## src/pkg/psu_mgmt_pkg.sv

```systemverilog
// Purpose: Shared constants of the power module management logic
// Assumes: 20 MHz ref_clk
// Notes: Addresses are 7-bit I2C slave addresses
package psu_mgmt_pkg;
   // ----------------------------------------
   // Addressing
   // ----------------------------------------
   localparam logic [6:0] GLOBAL_ADDR = 7'h55;
   localparam logic [6:0] SLOT_ADDR_BASE = 7'h40;
   localparam int SLOT_BITS = 5;
   localparam int MEM_ADDR_W = 8;
   localparam int READOUT_COUNT = 16;
   // ----------------------------------------
   // Timing
   // ----------------------------------------
   localparam int CLK_HZ = 20000000;
   localparam int SYNC_FILT_LEN = 3;
   localparam int LOCK_GOOD_EDGES = 4;
   localparam int LOCK_TIMEOUT_NS = 16000;
   localparam int LOCK_TIMEOUT_CYC = LOCK_TIMEOUT_NS / 50;
   localparam int FREE_DIV = 80;
endpackage

```

## src/logic/pin_sync_filter.sv

```systemverilog
// Purpose: Two-flop synchroniser plus stable-level filter for one pin
// Assumes: Single clock ref_clk
// Notes: First flop feeds only the second
module pin_sync_filter #(
   parameter int LEN = 3,
   parameter logic INIT = 1'b1
) (
   input wire logic ref_clk,
   input wire logic rst,
   input wire logic pin,
   output logic level,
   output logic rise,
   output logic fall
);
   typedef struct packed {
      logic s1;
      logic s2;
      logic [LEN-1:0] hist;
      logic lvl;
      logic r;
      logic f;
   } state_t;
   state_t q, d;

   always_comb begin
      d = q;
      d.s1 = pin;
      d.s2 = q.s1;
      d.hist = {q.hist[LEN-2:0], q.s2};
      d.r = 1'b0;
      d.f = 1'b0;
      if (&q.hist && !q.lvl) begin
         d.lvl = 1'b1;
         d.r = 1'b1;
      end else if (!(|q.hist) && q.lvl) begin
         d.lvl = 1'b0;
         d.f = 1'b1;
      end
   end

   always_ff @(posedge ref_clk or posedge rst) begin
      if (rst) begin
         q <= '{s1: INIT, s2: INIT, hist: {LEN{INIT}}, lvl: INIT,
                r: 1'b0, f: 1'b0};
      end else begin
         q <= d;
      end
   end

   assign level = q.lvl;
   assign rise = q.r;
   assign fall = q.f;
endmodule

```

## src/logic/psu_mgmt.sv

```systemverilog
// Purpose: Slot address decode, I2C readout slave and rail control
// Assumes: Pins synchronous to ref_clk after filtering
// Notes: Readouts arrive as a flat vector of bytes
// Notes on behaviour
// - The slave address is binary 10 followed by the five-bit slot number.
// - The fixed global address 7'h55 is also answered, read or write.
// - Inhibit low turns the main rails off.
// - Main and twelve-volt aux rails are on only for inhibit high, enable low.
// - The 3.3 V aux rail follows enable low, regardless of inhibit.
// - The failure flag is released normally and pulled low on a failure.
// - Active-low slot pins form a binary number, bit one above bit zero.
// - Voltage and temperature readouts are served over I2C.
// - Switching locks to the external reference when present.
// - Outputs-good is held low until all rails are in range.
// - Reads use address-write, memory address, repeated start, read.
module psu_mgmt #(
   parameter int NREG = psu_mgmt_pkg::READOUT_COUNT
) (
   input wire logic ref_clk,
   input wire logic rst,
   input wire logic [psu_mgmt_pkg::SLOT_BITS-1:0] geo_slot_n,
   input wire logic geo_slot_parity_n,
   input wire logic inhibit_n,
   input wire logic enable_n,
   input wire logic module_fault,
   input wire logic rails_in_range,
   input wire logic [NREG*8-1:0] readout_bytes,
   input wire logic ext_ref_p,
   input wire logic ext_ref_n,
   input wire logic scl_in,
   input wire logic sda_in,
   output logic sda_out,
   output logic sda_oe,
   output logic main_rails_on,
   output logic aux12_rails_on,
   output logic aux3v3_rail_on,
   output logic fail_out,
   output logic fail_oe,
   output logic outputs_good_out,
   output logic outputs_good_oe,
   output logic switch_pulse,
   output logic ref_locked,
   output logic [6:0] own_addr,
   output logic [7:0] mem_addr
);
   typedef enum logic [2:0] {
      IDLE, ADDR, ADDR_ACK, RX, RX_ACK, TX, TX_ACK
   } i2c_state_t;

   typedef struct packed {
      i2c_state_t st;
      logic [7:0] sh;
      logic [3:0] bits;
      logic rd;
      logic have_ptr;
      logic [7:0] ptr;
      logic sda_oe;
      logic main_on;
      logic aux12_on;
      logic aux33_on;
      logic fail_oe;
      logic good_oe;
      logic [6:0] addr;
      logic sw;
      logic lk;
   } state_t;
   state_t q, d;

   logic scl_lvl, scl_rise, scl_fall;
   logic sda_lvl, sda_rise, sda_fall;
   logic start_cond, stop_cond;
   logic [6:0] slot_addr;
   logic [7:0] rd_byte;
   logic sw_p, lk_w;

   // ----------------------------------------
   // Input conditioning
   // ----------------------------------------
   pin_sync_filter #(.LEN(psu_mgmt_pkg::SYNC_FILT_LEN), .INIT(1'b1)) u_scl (
      .ref_clk(ref_clk),
      .rst(rst),
      .pin(scl_in),
      .level(scl_lvl),
      .rise(scl_rise),
      .fall(scl_fall)
   );
   pin_sync_filter #(.LEN(psu_mgmt_pkg::SYNC_FILT_LEN), .INIT(1'b1)) u_sda (
      .ref_clk(ref_clk),
      .rst(rst),
      .pin(sda_in),
      .level(sda_lvl),
      .rise(sda_rise),
      .fall(sda_fall)
   );
   ref_clk_lock u_lock (
      .ref_clk(ref_clk),
      .rst(rst),
      .ext_ref_p(ext_ref_p),
      .ext_ref_n(ext_ref_n),
      .switch_pulse(sw_p),
      .locked(lk_w)
   );

   assign start_cond = sda_fall && scl_lvl;
   assign stop_cond = sda_rise && scl_lvl;

   // ----------------------------------------
   // Address and readout select
   // ----------------------------------------
   always_comb begin
      // Pins low mean one; bit 0 pin is the LSB
      slot_addr = psu_mgmt_pkg::SLOT_ADDR_BASE
                  | {2'h0, ~geo_slot_n};
      rd_byte = 8'h00;
      if (q.ptr < 8'(NREG)) begin
         rd_byte = readout_bytes[q.ptr*8 +: 8];
      end
   end

   // ----------------------------------------
   // Next state
   // ----------------------------------------
   always_comb begin
      d = q;
      d.addr = slot_addr;
      d.sw = sw_p;
      d.lk = lk_w;
      d.aux33_on = !enable_n;
      d.main_on = inhibit_n && !enable_n;
      d.aux12_on = inhibit_n && !enable_n;
      d.fail_oe = module_fault;
      d.good_oe = !rails_in_range;
      if (start_cond) begin
         d.st = ADDR;
         d.bits = '0;
         d.sda_oe = 1'b0;
      end else if (stop_cond) begin
         d.st = IDLE;
         d.sda_oe = 1'b0;
      end else begin
         unique case (q.st)
            IDLE: begin
               d.sda_oe = 1'b0;
            end
            ADDR, RX: begin
               if (scl_rise) begin
                  d.sh = {q.sh[6:0], sda_lvl};
                  d.bits = q.bits + 4'h1;
               end
               if (scl_fall && q.bits == 4'h8) begin
                  d.bits = '0;
                  if (q.st == RX) begin
                     d.st = RX_ACK;
                     d.sda_oe = 1'b1;
                     d.ptr = q.sh;
                     d.have_ptr = 1'b1;
                  end else if (q.sh[7:1] == q.addr
                      || q.sh[7:1] == psu_mgmt_pkg::GLOBAL_ADDR) begin
                     d.st = ADDR_ACK;
                     d.sda_oe = 1'b1;
                     d.rd = q.sh[0];
                  end else begin
                     d.st = IDLE;
                  end
               end
            end
            ADDR_ACK, RX_ACK: begin
               if (scl_fall) begin
                  d.sda_oe = 1'b0;
                  if (q.st == ADDR_ACK && q.rd) begin
                     d.st = TX;
                     d.sh = rd_byte;
                     d.sda_oe = !rd_byte[7];
                     d.bits = 4'h1;
                  end else begin
                     d.st = RX;
                  end
               end
            end
            TX: begin
               if (scl_fall) begin
                  if (q.bits == 4'h8) begin
                     d.st = TX_ACK;
                     d.sda_oe = 1'b0;
                     d.bits = '0;
                     d.ptr = q.ptr + 8'h1;
                  end else begin
                     d.sh = {q.sh[6:0], 1'b0};
                     d.sda_oe = !q.sh[6];
                     d.bits = q.bits + 4'h1;
                  end
               end
            end
            TX_ACK: begin
               if (scl_rise) begin
                  d.rd = !sda_lvl;
               end
               if (scl_fall) begin
                  if (q.rd) begin
                     d.st = TX;
                     d.sh = rd_byte;
                     d.sda_oe = !rd_byte[7];
                     d.bits = 4'h1;
                  end else begin
                     d.st = IDLE;
                  end
               end
            end
            default: begin
               d.st = IDLE;
            end
         endcase
      end
   end

   always_ff @(posedge ref_clk or posedge rst) begin
      if (rst) begin
         q <= '{st: IDLE, sh: 8'h00, bits: 4'h0, rd: 1'b0,
                have_ptr: 1'b0, ptr: 8'h00, sda_oe: 1'b0,
                main_on: 1'b0, aux12_on: 1'b0, aux33_on: 1'b0,
                fail_oe: 1'b0, good_oe: 1'b1, addr: 7'h00,
                sw: 1'b0, lk: 1'b0};
      end else begin
         q <= d;
      end
   end

   assign sda_out = 1'b0;
   assign sda_oe = q.sda_oe;
   assign main_rails_on = q.main_on;
   assign aux12_rails_on = q.aux12_on;
   assign aux3v3_rail_on = q.aux33_on;
   assign fail_out = 1'b0;
   assign fail_oe = q.fail_oe;
   assign outputs_good_out = 1'b0;
   assign outputs_good_oe = q.good_oe;
   assign switch_pulse = q.sw;
   assign ref_locked = q.lk;
   assign own_addr = q.addr;
   assign mem_addr = q.ptr;
endmodule

```

## src/logic/ref_clk_lock.sv

```systemverilog
// Purpose: Switching-phase pulse generator locked to an external reference
// Assumes: Reference slower than ref_clk / 4
// Notes: Free-runs from a divider when no reference edges arrive
module ref_clk_lock (
   input wire logic ref_clk,
   input wire logic rst,
   input wire logic ext_ref_p,
   input wire logic ext_ref_n,
   output logic switch_pulse,
   output logic locked
);
   typedef struct packed {
      logic s1;
      logic s2;
      logic prev;
      logic [15:0] timeout;
      logic [7:0] div;
      logic [2:0] good;
      logic lk;
      logic pulse;
   } state_t;
   state_t q, d;
   logic edge_seen;

   always_comb begin
      d = q;
      d.s1 = ext_ref_p & ~ext_ref_n;
      d.s2 = q.s1;
      d.prev = q.s2;
      edge_seen = q.s2 && !q.prev;
      d.pulse = 1'b0;
      if (edge_seen) begin
         d.timeout = '0;
         if (q.good != 3'(psu_mgmt_pkg::LOCK_GOOD_EDGES)) begin
            d.good = q.good + 3'h1;
         end else begin
            d.lk = 1'b1;
         end
      end else if (q.timeout == 16'(psu_mgmt_pkg::LOCK_TIMEOUT_CYC)) begin
         d.good = '0;
         d.lk = 1'b0;
      end else begin
         d.timeout = q.timeout + 16'h1;
      end
      if (q.lk) begin
         d.pulse = edge_seen;
         d.div = '0;
      end else if (q.div == 8'(psu_mgmt_pkg::FREE_DIV - 1)) begin
         d.div = '0;
         d.pulse = 1'b1;
      end else begin
         d.div = q.div + 8'h1;
      end
   end

   always_ff @(posedge ref_clk or posedge rst) begin
      if (rst) begin
         q <= '0;
      end else begin
         q <= d;
      end
   end

   assign switch_pulse = q.pulse;
   assign locked = q.lk;
endmodule

```

## config.mk

```make
export PLATFORM = sky130hd
export DESIGN_NAME = psu_mgmt
export DESIGN_NICKNAME = d
export VERILOG_FILES = /design/src/pkg/psu_mgmt_pkg.sv /design/src/logic/pin_sync_filter.sv /design/src/logic/psu_mgmt.sv /design/src/logic/ref_clk_lock.sv
export SDC_FILE = /design/constraint.sdc
export NUM_CORES = 1
export LEC_CHECK = 0
export BUFFER_PORTS_ARGS = -buffer_cell sky130_fd_sc_hd__buf_2
export CORE_ASPECT_RATIO = 0.7
export CORE_MARGIN = 2
export CORE_UTILIZATION = 31
export CTS_CLUSTER_SIZE = 10
export DETAILED_ROUTE_END_ITERATION = 10
export PLACE_DENSITY = 0.63
export SYNTH_ARGS = -nofsm -noshare
export SYNTH_HDL_FRONTEND = slang
export SYNTH_SLANG_ARGS = --single-unit
```

## constraint.sdc

```tcl
create_clock -name ref_clk -period 4.7 [get_ports ref_clk]
set_clock_uncertainty 0.2 [all_clocks]
set_input_delay 0.47 -clock ref_clk [delete_from_list [all_inputs] [get_ports ref_clk]]
set_output_delay 0.47 -clock ref_clk [all_outputs]
set_load 0.01 [all_outputs]
```

==> flow_summary.toml, run 1 <==
[detailed_routing]
avgViaCountPerCell = 4.95
dr.pass1.iters = 5
remaining_drc_errors = 0
first_iter_violations = 356
vias = 4406
wire_per_inst_um = 14.5
drt_wl_total_mm = 12.9
ant_nets = 0

[power]
irDropWorstVdd_uv = 197
p_int_w = 0.00152
p_comb_frac = 0.227
switching_power_w = 0.000746
p_clk_frac = 0.322
seqPwrFrac = 0.450
power.density_nw_per_um2 = 350
swShare = 0.329
power.leakage_nw = 2.86

[setup_path]
worst_path_max_delay_cell = "dfrtp_2"
critical_path_peak_fanout = 37
crit_family = "flip-flops"
critical_path_buf_inv_count = 0
slowest_delay_ns = 0.99
crit_path_cell_trace = "mux4_1, and2b_4, a211oi_1, a211oi_1, a21oi_1, a21oi_1"
startpoint_type = "flop"
worst-setup-path-type = "flop to flop"
worstPathArrival_ns = 2.80
required_ns = 4.69
crit_path_end_kind = "flop"

[yosys]
synthFlopType = "dfrtp_1"
synthArstFlopShare = 1.00
synthXorXnorAreaFrac = 0.0456
yosys_warnings = 0
synthMuxAreaShare = 0.156
synth_edf_count = 0
synthesis.area_sq_um = 5380
synth_top_family_by_area = "simple AND/OR/NAND/NOR gates"
yosys.area_share.simple = 0.161
postSynthAreaPerCell_sq_um = 10.4
ys_types = 66
synth_compound_area_frac = 0.138
synth_fa_ha_area_frac = 0.0186
yosysSeqAreaShare = 0.398
ys_ff_latch = 85
syn_inst = 518

[layout]
fin_util = 0.380
antenna_cells = 0
drive_above_1_share = 0.352
final_cell_count_no_fill = 890
nets = 806
design_area_sq_um = 6480
areaGrowthSynthToFinish_pct = 20.4

[die]
coreArea_sq_um = 17100
rows = 40
dieArea_sq_um = 18400
io_pins = 170
die_h_um = 114
start_util = 0.315
die_w_um = 161

[timing]
post-route-min-period_ns = 2.81
final-setup-viol-count = 0
rsz0062_at_grt = "false"
max_freq_ghz = 0.356
worst-slew-pin-transition_ns = 0.971
max_slew_margin = 0.353
post-route-period-util = 0.598
finalHoldViolations = 0
fin_tns_setup_ns = 0
slew_viol_final = 0

[cts]
cts_tree = "done"
clk_pin_slew_worst_paths_ns = 0.07
numCtsBuffers = 9
ctsResizeCount = 0
h-tree-depth = 3
ctsLongestPathBuffers = 2
postCtsHoldBufs = 0
root_buffer = "clkbuf_16"
cts.sinks = 85
clkLatencyLatePin_ns = 0.34
post_cts_buffers = 0

[place]
gp_congestion = 0.857
dpl_cell_area_sq_um = 6170
io_buffers = 164
hpwlAfterDp_mm = 9.89
placed_cells = 874

[global_routing]
globalRouteOverflowTotal = 0
grt_pass1_vias = 4067
track_usage = 0.141
grt_pass1_wl_mm = 20.9
antenna_found_initial = 0
grt_max_degree = 59

[hold_path]
hold_class = "input port to flop"

[flow_run]
cap_violations = 0

[outcome]
status = "complete, no violations"
-- sequential cells by signal, summed over array words and instances, names as in the netlist, 2 cells and up --
| signal | count |
|---|---|
| u_scl.d | 4 |
| u_sda.d | 4 |
| u_lock.d | 2 |
| u_lock.q | 28 |
| q | 16 |
| own_addr | 6 |
| mem_addr | 8 |
-- kinds of logic (layout without fill, tap and decap cells) --
logic type / after synthesis / count (layout)
DFF: 85 / 85
buffers and inverters: 67 / 205
AOI/OAI and AO/OA: 121 / 121
adders and majority gates: 8 / 8
muxes: 41 / 41
other: 2 / 5
and+or+nand+nor: 166 / 166
xor gates and xnor gates: 28 / 28
-- path summary, 6_finish.rpt --
check	startpoint	endpoint	slack (ns)	depth (start not counted)
setup / recovery	mem_addr[0]	q[34]	1.89	6
max in group asynchronous	rst	ref_locked	3.28	3
hold reg to reg	u_lock.switch_pulse	switch_pulse	0.15	0
setup reg to reg	mem_addr[0]	q[34]	1.89	6
min in group asynchronous	rst	own_addr[4]	0.11	2
hold / removal	sda_in	u_sda.d[6]	0.02	1
-- area by class of cell --
| type | instances | area (sq um) |
|---|---|---|
| Inverter | 21 | 80.1 |
| Sequential cell | 85 | 2140 |
| Multi-Input combinational cell | 369 | 2810 |
| Clock buffer | 10 | 229 |
| Clock inverter | 6 | 76.3 |
| Timing Repair Buffer | 168 | 851 |
| Fill cell | 1678 | 10600 |
| Tap cell | 231 | 289 |
-- layout by cell type (no fill, tap or decap), types with 5 or more instances in the layout --
cell	Yosys	routed
buf_2	8	164
dfrtp_1	72	71
nor2_1	54	54
a21oi_1	33	33
nand2_1	31	31
o21ai_0	31	31
xor2_1	19	19
inv_1	18	17
mux4_2	17	17
nand3_1	15	15
a211oi_1	14	14
mux4_1	13	13
dfstp_2	13	13
o21ai_1	9	9
mux2i_1	9	9
xnor2_1	9	9
clkbuf_16	0	9
and3_1	8	8
ha_1	8	8
nor2b_1	7	7
a31oi_1	7	7
and2b_4	6	6
nor4_1	6	6
nand4_1	6	6
nor3_1	6	6
conb_1	2	5
-- per-stage QoR --
stage / worst slack [ns] / power (W) / hold slack [ns]
3_3_place_gp: 1.87 / 0.00153 / 0.132
6_report: 1.89 / 0.00227 / 0.0247
2_1_floorplan: 1.86 / 0.00137 / 0.131
3_5_place_dp: 1.87 / 0.00154 / 0.147
4_1_cts: 1.86 / 0.00229 / 0.0106
5_1_grt: 1.70 / 0.00242 / 0.00556
-- metal layers --
metal / wire (um) / track usage / up-vias / part of all wire
met5: 0 / 0 / - / 0
met4: 118 / 0.0286 / 0 / 0.0091
met3: 838 / 0.0340 / 12 / 0.065
met2: 5320 / 0.188 / 147 / 0.41
met1: 6670 / 0.226 / 2086 / 0.52
li1: - / - / 2161 / -
-- cell usage after synthesis, types with 13 or more instances --
library cell	number	share of area
inv_1	18	0.013
nand2_1	31	0.022
buf_4	22	0.031
nand3_1	15	0.014
mux4_2	17	0.071
dfstp_2	13	0.063
dfrtp_1	72	0.33
o21ai_0	31	0.029
nor2_1	54	0.038
a21oi_1	33	0.031
xor2_1	19	0.031
a211oi_1	14	0.020
mux4_1	13	0.063
-- power groups by stage --
| stage | Combinational, W | Clock [W] | Sequential (W) |
|---|---|---|---|
| floorplan | 0.000417 | 0 | 0.000955 |
| detailed placement | 0.000515 | 0 | 0.00103 |
| finish | 0.000516 | 0.000731 | 0.00102 |
| global route | 0.000586 | 0.000787 | 0.00104 |
| CTS | 0.000517 | 0.000754 | 0.00102 |
| global placement | 0.000504 | 0 | 0.00103 |
Note: power is estimated with default switching activity, not from simulation.
==> inputs of run 2 (changes only) <==
--- a/config.mk
+++ b/config.mk
@@ -5,6 +5,7 @@
 export SDC_FILE = /design/constraint.sdc
 export NUM_CORES = 1
 export LEC_CHECK = 0
+export ABC_AREA = 1
 export BUFFER_PORTS_ARGS = -buffer_cell sky130_fd_sc_hd__buf_2
 export CORE_ASPECT_RATIO = 0.7
 export CORE_MARGIN = 2
==> constraint.sdc (replaced) <==
create_clock -name ref_clk -period 2.6 [get_ports ref_clk]
set_clock_uncertainty 0.2 [all_clocks]
set_input_delay 0.26 -clock ref_clk [delete_from_list [all_inputs] [get_ports ref_clk]]
set_output_delay 0.26 -clock ref_clk [all_outputs]
set_load 0.01 [all_outputs]
==> run 2 against run 1 <==
Net effect:
- count of clock-buffer cells in the layout up 1
- area after synthesis up 4.0%
- register-to-register slack worse by 1.4 ns
- total power up 78%
- non-clock buffer count up 21
- core utilization up 1.3 points
==> flow_summary.toml, run 2 <==
[timing]
slew_viol_final = 0
post-route-min-period_ns = 2.15
post-route-period-util = 0.826
worst-slew-pin-transition_ns = 0.731
final-setup-viol-count = 0
max_slew_margin = 0.508
max_freq_ghz = 0.466
whs_ns = 0.147
rsz0062_at_grt = "false"
finalHoldViolations = 0
fin_tns_setup_ns = 0

[global_routing]
grt_max_degree = 65
antenna_found_initial = 0
globalRouteOverflowTotal = 0
grt_pass1_vias = 5340
track_usage = 0.168
grt_pass1_wl_mm = 25.7

[setup_path]
startpoint_type = "flop"
crit_path_end_kind = "flop"
required_ns = 2.60
worstPathArrival_ns = 2.15
critical_path_peak_fanout = 6
worst-setup-path-type = "flop to flop"

[yosys]
synthFlopType = "dfrtp_1"
postSynthAreaPerCell_sq_um = 6.88
synthesis.area_sq_um = 5600
synth_edf_count = 0
synthMostInstantiatedCell = "nor2_1"
synthArstFlopShare = 1.00
yosysTopAreaCellShare = 0.322
yosys_warnings = 0
netlist_top_cells_count = "nor2_1 (150), nand2_1 (147), inv_1 (99), o21ai_0 (89), dfrtp_1 (72)"
ys_ff_latch = 85
ys_types = 42
synth_area_leaders = "dfrtp_1 (32%), nor2_1 (10%), nand2_1 (9.9%)"
yosysSeqAreaShare = 0.383
syn_inst = 814
synth.largest_area_cell = "dfrtp_1"

[hold_path]
hold_class = "flop to flop"

[detailed_routing]
remaining_drc_errors = 0
vias = 5673
avgViaCountPerCell = 4.68
ant_nets = 0
first_iter_violations = 474
wire_per_inst_um = 12.7
drt_wl_total_mm = 15.4
dr.pass1.iters = 5

[layout]
register_area_sq_um = 2140
final_cell_mix = "buf_2 (164), nor2_1 (150), nand2_1 (147)"
multi_input_area_sq_um = 2780
nets = 1124
drive_above_1_share = 0.233
max_flop_register = "u_lock.q"
mostFrequentLayoutCell = "buf_2"
largest_reg_flops = 28
final_cell_count_no_fill = 1213
areaGrowthSynthToFinish_pct = 25.1
antenna_cells = 0
nFillCells = 1888

[cts]
postCtsHoldBufs = 14
h-tree-depth = 3
cts_tree = "done"
root_buffer = "clkbuf_16"
clk_pin_slew_worst_paths_ns = 0.06
clkLatencyLatePin_ns = 0.34
numCtsBuffers = 9
post_cts_buffers = 0
ctsResizeCount = 0
cts.sinks = 85
ctsLongestPathBuffers = 2

[die]
dieArea_sq_um = 19200
coreArea_sq_um = 17900
io_pins = 170
die_w_um = 165
die_h_um = 116
start_util = 0.314
rows = 41

[power]
total_power_w = 0.00404
power.leakage_nw = 3.62
power.density_nw_per_um2 = 577
irDropWorstVdd_uv = 427

[place]
hpwlAfterDp_mm = 11.8
gp_congestion = 0.847
io_buffers = 164
placed_cells = 1183

[flow_run]
cap_violations = 0

[outcome]
status = "complete, no violations"
run 2: metal layers:
| layer | global-route usage | vias up | share of wire |
|---|---|---|---|
| met2 | 0.258 | 193 | 0.41 |
| met1 | 0.242 | 2538 | 0.49 |
| li1 | - | 2930 | - |
| met4 | 0.0354 | 0 | 0.0095 |
| met5 | 0 | - | 0 |
| met3 | 0.0401 | 12 | 0.085 |
run 2: cells by family (layout without fill, tap and decap cells):
family                   count (synthesis)  after routing  synth area share
AND/OR/NAND/NOR                        409            409             0.314
AO/OA/AOI/OAI                          154            154             0.154
buffers and inverters                  151            311             0.122
flip-flops                              85             85             0.383
adder cells (fa/ha/maj)                  8              8            0.0179
XOR/XNOR                                 5              5           0.00782
other                                    2              5           0.00134
run 2: area by class of cell:
class / instances / share of cell area
Multi-Input combinational cell: 581 / 0.397
Timing Repair Buffer: 189 / 0.154
Clock buffer: 11 / 0.0347
Clock inverter: 5 / 0.00715
Inverter: 106 / 0.0581
Tap cell: 236 / 0.0422
Sequential cell: 85 / 0.306
run 2: power by group:
group	leakage [nW]	internal [W]	switching, W	total [W]
Clock	0.149	0.000764	0.000516	0.00128
Combinational	2.40	0.000428	0.000568	0.000996
Sequential	1.07	0.00155	0.000212	0.00176
run 2: worst paths after layout:
kind	endpoint	slack [ns]	cells after the start	start
setup / recovery	q[37]	0.45	7	q[25]
hold / removal	switch_pulse	0.15	0	u_lock.switch_pulse
setup reg to reg	q[37]	0.45	7	q[25]
hold reg to reg	switch_pulse	0.15	0	u_lock.switch_pulse
max in group asynchronous	u_scl.d[6]	1.17	4	rst
min in group asynchronous	u_lock.q[11]	0.33	3	rst
run 2: worst max-delay path: stages, from the launching register on:
cell     delay (ns)
dfrtp_1        0.43
inv_1          0.10
ha_1           0.17
nand3_1        0.24
nand2_1        0.21
nand2_2        0.11
o21ai_0        0.40
o21ai_0        0.16
run 2: per-stage QoR:
stage,setup slack (ns),instance area [sq um],utilization
2_1_floorplan,0.742,5610,-
3_3_place_gp,0.550,6570,0.368
3_5_place_dp,0.509,6570,0.368
4_1_cts,0.471,7000,0.392
5_1_grt,0.212,7000,0.392
6_report,0.453,7000,0.392
